$ cat src/common/rhs_pkg.sv
package rhs_pkg;

    // command codes: read code, write code = read code | 0x80
    localparam logic [7:0] CMD_HUB_STATUS_RD   = 8'h14;
    localparam logic [7:0] CMD_HUB_STATUS_WR   = 8'h94;
    localparam logic [7:0] CMD_PORT1_STATUS_RD = 8'h15;
    localparam logic [7:0] CMD_PORT1_STATUS_WR = 8'h95;
    localparam logic [7:0] CMD_PORT2_STATUS_RD = 8'h16;
    localparam logic [7:0] CMD_PORT2_STATUS_WR = 8'h96;
    localparam logic [7:0] CMD_WRITE_BIT_MASK  = 8'h80;

    // hub status bit positions
    localparam int BIT_CLEAR_WAKE    = 31;
    localparam int BIT_OC_CHANGE     = 17;
    localparam int BIT_SET_GLOBAL    = 16;
    localparam int BIT_WAKE_ENABLE   = 15;
    localparam int BIT_OC_INDICATOR  = 1;
    localparam int BIT_CLEAR_GLOBAL  = 0;

    // port status bit positions
    localparam int PBIT_CONNECT        = 0;
    localparam int PBIT_POWER          = 8;
    localparam int PBIT_CONNECT_CHANGE = 16;
    localparam int PORT_HALF_WIDTH     = 16;

    localparam int           DEFAULT_PORT_COUNT = 2;
    localparam logic [31:0]  RESET_WORD         = 32'h0000_0000;

    typedef struct packed {
        logic        valid;
        logic        write;
        logic [7:0]  code;
        logic [31:0] wdata;
    } rhs_cmd_t;

    typedef struct packed {
        logic        valid;
        logic [31:0] rdata;
    } rhs_rsp_t;

endpackage : rhs_pkg

$ cat src/hdl/rhs_hub_status.sv
`timescale 1ns/1ps
module rhs_hub_status #(
    parameter int PORT_COUNT = rhs_pkg::DEFAULT_PORT_COUNT
) (
    input  wire logic                 clk_in,
    input  wire logic                 srst_in,
    input  wire rhs_pkg::rhs_cmd_t    cmd_in,
    input  wire logic                 power_switch_select_in,
    input  wire logic                 per_port_overcurrent_in,
    input  wire logic [PORT_COUNT:0]  port_power_mask_in,
    input  wire logic                 overcurrent_pin_in,
    input  wire logic [PORT_COUNT:1]  connect_pin_in,
    input  wire logic                 suspend_state_in,
    output rhs_pkg::rhs_rsp_t         rsp_out,
    output logic [PORT_COUNT:1]       port_power_state_out,
    output logic                      resume_state_out,
    output logic                      resume_seen_interrupt_out
);
    // pins cross into the clock domain through two flops
    logic                oc_meta;
    logic                oc_sync;
    logic [PORT_COUNT:1] conn_meta;
    logic [PORT_COUNT:1] conn_sync;

    logic wake_enable;
    logic next_wake_enable;
    logic oc_ind;
    logic next_oc_ind;
    logic oc_change;
    logic next_oc_change;
    logic resume_q;
    logic next_resume_q;
    logic resume_irq;
    logic next_resume_irq;
    rhs_pkg::rhs_rsp_t   rsp;
    rhs_pkg::rhs_rsp_t   next_rsp;
    logic [PORT_COUNT:1] pwr_q;

    logic                hub_wr;
    logic                hub_rd;
    logic [PORT_COUNT:1] port_wr;
    logic [PORT_COUNT:1] port_rd;
    logic [PORT_COUNT:1] pwr_set;
    logic [PORT_COUNT:1] pwr_clr;
    logic [PORT_COUNT:1] conn_change;
    logic [31:0]         port_word [PORT_COUNT:1];
    logic [31:0]         hub_word;
    logic                oc_eff;

    function automatic logic code_hit(input rhs_pkg::rhs_cmd_t c, input logic [7:0] rd_code,
                                      input logic wr);
        code_hit = c.valid && (c.write == wr) &&
                   (c.code == (wr ? (rd_code | rhs_pkg::CMD_WRITE_BIT_MASK) : rd_code));
    endfunction : code_hit

    always_ff @(posedge clk_in) begin
        if (srst_in) begin
            oc_meta   <= 1'b0;
            oc_sync   <= 1'b0;
            conn_meta <= '0;
            conn_sync <= '0;
        end else begin
            oc_meta   <= overcurrent_pin_in;
            oc_sync   <= oc_meta;
            conn_meta <= connect_pin_in;
            conn_sync <= conn_meta;
        end
    end

    always_comb begin
        hub_wr = code_hit(cmd_in, rhs_pkg::CMD_HUB_STATUS_RD, 1'b1);
        hub_rd = code_hit(cmd_in, rhs_pkg::CMD_HUB_STATUS_RD, 1'b0);
    end

    // one register per downstream port; codes run up from 15h
    genvar gi;
    generate
        for (gi = 1; gi <= PORT_COUNT; gi++) begin : g_port
            localparam logic [7:0] RD_CODE = rhs_pkg::CMD_PORT1_STATUS_RD + 8'(gi - 1);
            always_comb begin
                port_wr[gi] = code_hit(cmd_in, RD_CODE, 1'b1);
                port_rd[gi] = code_hit(cmd_in, RD_CODE, 1'b0);
                // with power_switch_select_in high, a set mask bit keeps the port off the global commands
                pwr_set[gi] = hub_wr && cmd_in.wdata[rhs_pkg::BIT_SET_GLOBAL] &&
                    (!power_switch_select_in || !port_power_mask_in[gi]);
                pwr_clr[gi] = hub_wr && cmd_in.wdata[rhs_pkg::BIT_CLEAR_GLOBAL] &&
                    (!power_switch_select_in || !port_power_mask_in[gi]);
            end
            rhs_port_reg u_port (
                .clk_in             (clk_in),
                .srst_in            (srst_in),
                .connect_in         (conn_sync[gi]),
                .power_set_in       (pwr_set[gi]),
                .power_clr_in       (pwr_clr[gi]),
                .wr_in              (port_wr[gi]),
                .wdata_in           (cmd_in.wdata),
                .status_out         (port_word[gi]),
                .connect_change_out (conn_change[gi])
            );
            always_comb begin
                pwr_q[gi] = port_word[gi][rhs_pkg::PBIT_POWER];
            end
        end
    endgenerate

    always_comb begin
        oc_eff         = per_port_overcurrent_in ? 1'b0 : oc_sync;
        next_oc_ind    = oc_eff;
        next_oc_change = oc_change;
        if (hub_wr && cmd_in.wdata[rhs_pkg::BIT_OC_CHANGE]) begin
            next_oc_change = 1'b0;
        end
        if (oc_eff != oc_ind) begin
            next_oc_change = 1'b1;
        end
        next_wake_enable = wake_enable;
        if (hub_wr && cmd_in.wdata[rhs_pkg::BIT_WAKE_ENABLE]) begin
            next_wake_enable = 1'b1;
        end
        if (hub_wr && cmd_in.wdata[rhs_pkg::BIT_CLEAR_WAKE]) begin
            next_wake_enable = 1'b0;
        end
        // resume is held until suspend is released by the host state logic
        next_resume_q   = resume_q && suspend_state_in;
        next_resume_irq = 1'b0;
        if (wake_enable && suspend_state_in && !resume_q && (|conn_change)) begin
            next_resume_q   = 1'b1;
            next_resume_irq = 1'b1;
        end
    end

    always_comb begin
        hub_word = rhs_pkg::RESET_WORD;
        hub_word[rhs_pkg::BIT_OC_CHANGE]    = oc_change;
        hub_word[rhs_pkg::BIT_WAKE_ENABLE]  = wake_enable;
        hub_word[rhs_pkg::BIT_OC_INDICATOR] = oc_ind;
        hub_word[rhs_pkg::BIT_SET_GLOBAL]   = 1'b0;
        hub_word[rhs_pkg::BIT_CLEAR_GLOBAL] = 1'b0;
        next_rsp.valid = hub_rd;
        next_rsp.rdata = hub_rd ? hub_word : rhs_pkg::RESET_WORD;
        for (int i = 1; i <= PORT_COUNT; i++) begin
            if (port_rd[i]) begin
                next_rsp.valid = 1'b1;
                next_rsp.rdata = port_word[i];
            end
        end
    end

    always_ff @(posedge clk_in) begin
        if (srst_in) begin
            wake_enable <= 1'b0;
            oc_ind      <= 1'b0;
            oc_change   <= 1'b0;
            resume_q    <= 1'b0;
            resume_irq  <= 1'b0;
            rsp         <= '0;
            port_power_state_out <= '0;
        end else begin
            wake_enable <= next_wake_enable;
            oc_ind      <= next_oc_ind;
            oc_change   <= next_oc_change;
            resume_q    <= next_resume_q;
            resume_irq  <= next_resume_irq;
            rsp         <= next_rsp;
            port_power_state_out <= pwr_q;
        end
    end

    always_comb begin
        rsp_out                   = rsp;
        resume_state_out          = resume_q;
        resume_seen_interrupt_out = resume_irq;
    end
endmodule : rhs_hub_status

$ cat src/hdl/rhs_port_reg.sv
`timescale 1ns/1ps
// one downstream port: status in the low half, a sticky connect change flag in the high half
module rhs_port_reg (
    input  wire logic        clk_in,
    input  wire logic        srst_in,
    input  wire logic        connect_in,
    input  wire logic        power_set_in,
    input  wire logic        power_clr_in,
    input  wire logic        wr_in,
    input  wire logic [31:0] wdata_in,
    output logic [31:0]      status_out,
    output logic             connect_change_out
);
    logic connect_q;
    logic next_connect_q;
    logic power;
    logic next_power;
    logic change;
    logic next_change;
    logic set_ev;

    always_comb begin
        set_ev         = (connect_in != connect_q);
        next_connect_q = connect_in;
        next_power     = power;
        if (power_set_in) begin
            next_power = 1'b1;
        end else if (power_clr_in) begin
            next_power = 1'b0;
        end
        next_change = change;
        if (wr_in && wdata_in[rhs_pkg::PBIT_CONNECT_CHANGE]) begin
            next_change = 1'b0;
        end
        if (set_ev) begin
            next_change = 1'b1; // set beats write-one clear
        end
    end

    always_ff @(posedge clk_in) begin
        if (srst_in) begin
            connect_q <= 1'b0;
            power     <= 1'b0;
            change    <= 1'b0;
        end else begin
            connect_q <= next_connect_q;
            power     <= next_power;
            change    <= next_change;
        end
    end

    always_comb begin
        status_out = rhs_pkg::RESET_WORD;
        status_out[rhs_pkg::PBIT_CONNECT]        = connect_q;
        status_out[rhs_pkg::PBIT_POWER]          = power;
        status_out[rhs_pkg::PBIT_CONNECT_CHANGE] = change;
        connect_change_out = set_ev;
    end
endmodule : rhs_port_reg

$ cat config.mk
export PLATFORM = sky130hd
export DESIGN_NAME = rhs_hub_status
export DESIGN_NICKNAME = d
export VERILOG_FILES = /design/src/common/rhs_pkg.sv /design/src/hdl/rhs_hub_status.sv /design/src/hdl/rhs_port_reg.sv
export SDC_FILE = /design/constraint.sdc
export NUM_CORES = 1
export LEC_CHECK = 0
export ABC_AREA = 1
export BUFFER_PORTS_ARGS = -buffer_cell sky130_fd_sc_hd__buf_2
export CAP_MARGIN = 20
export CORE_MARGIN = 4
export CORE_UTILIZATION = 36
export DETAILED_ROUTE_END_ITERATION = 12
export PLACE_DENSITY = 0.76
export SKIP_LAST_GASP = 1
export SLEW_MARGIN = 5
export SYNTH_ARGS = -nofsm -noshare
export SYNTH_HDL_FRONTEND = slang
export SYNTH_SLANG_ARGS = --single-unit
$ cat constraint.sdc
create_clock -name clk_in -period 0.8 [get_ports clk_in]
set_input_delay 0.04 -clock clk_in [delete_from_list [all_inputs] [get_ports clk_in]]
set_output_delay 0.04 -clock clk_in [all_outputs]
set_load 0.1 [all_outputs]
==> flow_summary.toml <==
[pwr]
p_sw_share_pct = 36.35
power_density_nw_per_um2 = 1645
leakage_nw = 0.7980
p_int_mw = 1.833
p_switching_mw = 1.047
p_comb_share_pct = 26.9
clockPowerShare_pct = 26.7
peakVddDrop_v = 0.001040
p_seq_share_pct = 46.4

[placed_design]
gp_congestion = 0.7746
io_buffer_count = 35
dp_hpwl_mm = 1.820

[finish]
syn_to_final_growth_pct = 43.78
nets = 264
layout_common_cells = "conb_1 (26), buf_2 (24), nand2_1 (23)"
antenna_cells = 0
final_common_cell = "conb_1"
utilization_pct = 55.52
drive_above_1_share_pct = 40.00

[run_status]
outcome = "finished with violations"
violations = "negative hold slack, negative setup slack"

[logic_synthesis]
synthCells = 157
synth_warnings = 0
syn_area_per_cell_sq_um = 7.754
ys_types = 21
netlist_area_sq_um = 1217
ys_seq_area_share_pct = 42.75
synth-seq-cells = 26

[worst_setup_path]
cp_top_family = "flip-flops"
slowest_delay_ps = 390
arrival_ps = 880
cp_data_required_time_ps = 760
path_cells = "buf_12"
endpoint_kind = "output port"
r2r_cells = 4
cp_num_cells = 1
worstPathMaxFanout = 2
cpMaxStageDelayCell = "dfxtp_4"
critPathBufInv = 1
crit_type = "reg2out"
startpoint_type = "flop"

[global_route]
grt_start_max_net_pins = 17
grt_use_total_pct = 11.80
grt_pass1_wl_mm = 4.002
antenna_found_initial = 0
grt_overflow = 0
first_global_vias = 978

[clocking]
root_buffer = "clkbuf_4"
cts_buffer_depth = 2
cts_max_level = 1
tritoncts = "done"
clock_sinks = 26
path_clk_slew_ps = 140
clkLatencyLatePin_ps = 330
cts_buffers = 3

[floorplan]
io_pins = 90
die_y_um = 66.15
rows = 20
die_w_um = 66.15
die_area_sq_um = 4376
core_sq_um = 3153
initial_core_util_pct = 38.61

[run]
max_cap_viol_count = 0

[sta]
max_freq_mhz = 1092
rsz0062_at_grt = "true"
period_needed_ps = 915.6
maxSlewViolCount = 0
setup_ws_ps = -115.6
setup_viol = 13
worst_hold_slack_ps = -51.56
period_share_pct = 114.4
clock-skew-final_ps = 11.02
finalHoldViolations = 1

[route]
routed_via_density = 3.992
drt_iter0_drc = 39
drt_pre_antenna_iters = 4
drc = 0
ant_nets = 0
wl_per_cell_um = 9.252
drt-total-wl_mm = 2.350
via_count = 1014

[worst_hold_path]
hp-class = "in2reg"
whs_path_depth = 4
==> path summary, 6_finish.rpt <==
| kind | to | start | slack (ps) |
|---|---|---|---|
| worst max-delay path | resume_state_out | resume_state_out | -120 |
| worst min-delay path | oc_ind | per_port_overcurrent_in | -50 |
| worst max register to register | resume_state_out | conn_sync[2] | -70 |
| worst min register to register | oc_sync | oc_meta | 390 |
==> state kept, by name, summed over array words and instances, names as in the netlist <==
signal                     flops
resume_state_out               1
oc_meta                        1
oc_sync                        1
conn_sync                      2
g_port.u_port.power            2
rsp_out                        7
port_power_state_out           2
oc_ind                         1
resume_seen_interrupt_out      1
g_port.u_port.connect_q        2
oc_change                      1
g_port.u_port.change           2
wake_enable                    1
conn_meta                      2
==> worst reg2reg max path: stages (launching register included) <==
cell	delay, ps
dfxtp_2	360
xnor2_2	170
nand2_1	80
nand4_1	100
a21oi_1	70
==> per-layer routing <==
layer | GRT usage, % | part of all wire [%] | vias up | wire length (um)
met5 | 0 | 0 | - | 0
met4 | 2.284 | 0.55 | 0 | 13
met2 | 22.30 | 55 | 31 | 1285
met3 | 4.252 | 7.2 | 3 | 170
met1 | 12.38 | 37 | 453 | 881
li1 | - | - | 527 | -
==> what timing repair did <==
| action | CTS | global route |
|---|---|---|
| hold buffers | 8 | 1 |
| hold endpoints to repair | 12 | 2 |
| endpoints found under the setup margin | 15 | 18 |
| resized for setup | 6 | 5 |
| setup buffers | 0 | 1 |
| pin swaps | 3 | 5 |
==> power by group through the flow <==
stage	registers, mW	logic, mW	clock network, mW
2_1_floorplan	1.36	0.718	0
3_5_place_dp	1.36	0.724	0
3_3_place_gp	1.36	0.718	0
5_1_grt	1.34	0.814	0.859
4_1_cts	1.34	0.764	0.789
6_report	1.34	0.776	0.767
==> cell type report <==
type                       count  area, sq um
sequential                    26        543.0
tap                           44        55.05
multi-input combinational    103        520.5
clock buffer                   4        47.55
timing repair buffer          52        490.5
fill                         287         1403
inverter                      25        93.84
==> synthesized netlist by cell type <==
library cell  number  area share [%]
buf_2              1            0.41
nand2_2            2             1.0
nor2_4             2             1.8
a21oi_1            7             2.9
xor2_1             1            0.72
nor3_4             1             1.3
dfxtp_1           26              43
xnor2_1            2             1.4
nand2_1           24             7.4
clkbuf_1           1            0.31
nor3_2             3             2.5
inv_1             23             7.1
conb_1             1            0.31
nor2_1            20             6.2
a21oi_2            2             1.4
nand4_1            2             1.0
inv_2              2            0.62
nor2_2             2             1.0
o21ai_1            1            0.41
buf_4             26              16
nand3_1            8             3.3
==> cells by family (layout without fill, tap and decap cells) <==
group	after synthesis	count (layout)	share of synthesized area [%]
and+or+nand+nor	64	64	25.59
buffers and inverters	53	81	24.46
DFF	26	26	42.75
AOI/OAI and AO/OA	10	10	4.727
xor gates and xnor gates	3	3	2.159
other	1	26	0.3080
==> metrics by stage <==
stage               worst slack (ps)  area, sq um  TNS (ps)  total power, mW  std cells
detailed placement            -159.7         1572     -1376            2.085        240
global route                  -174.4         1750     -1960            3.012        254
finish                        -115.6         1750     -1264            2.879        254
global placement              -153.2         1572     -1039            2.078        240
CTS                           -149.4         1722     -1381            2.888        252
floorplan                     -20.41         1328    -29.06            2.077        182
Power figures use the tool's default switching activity.
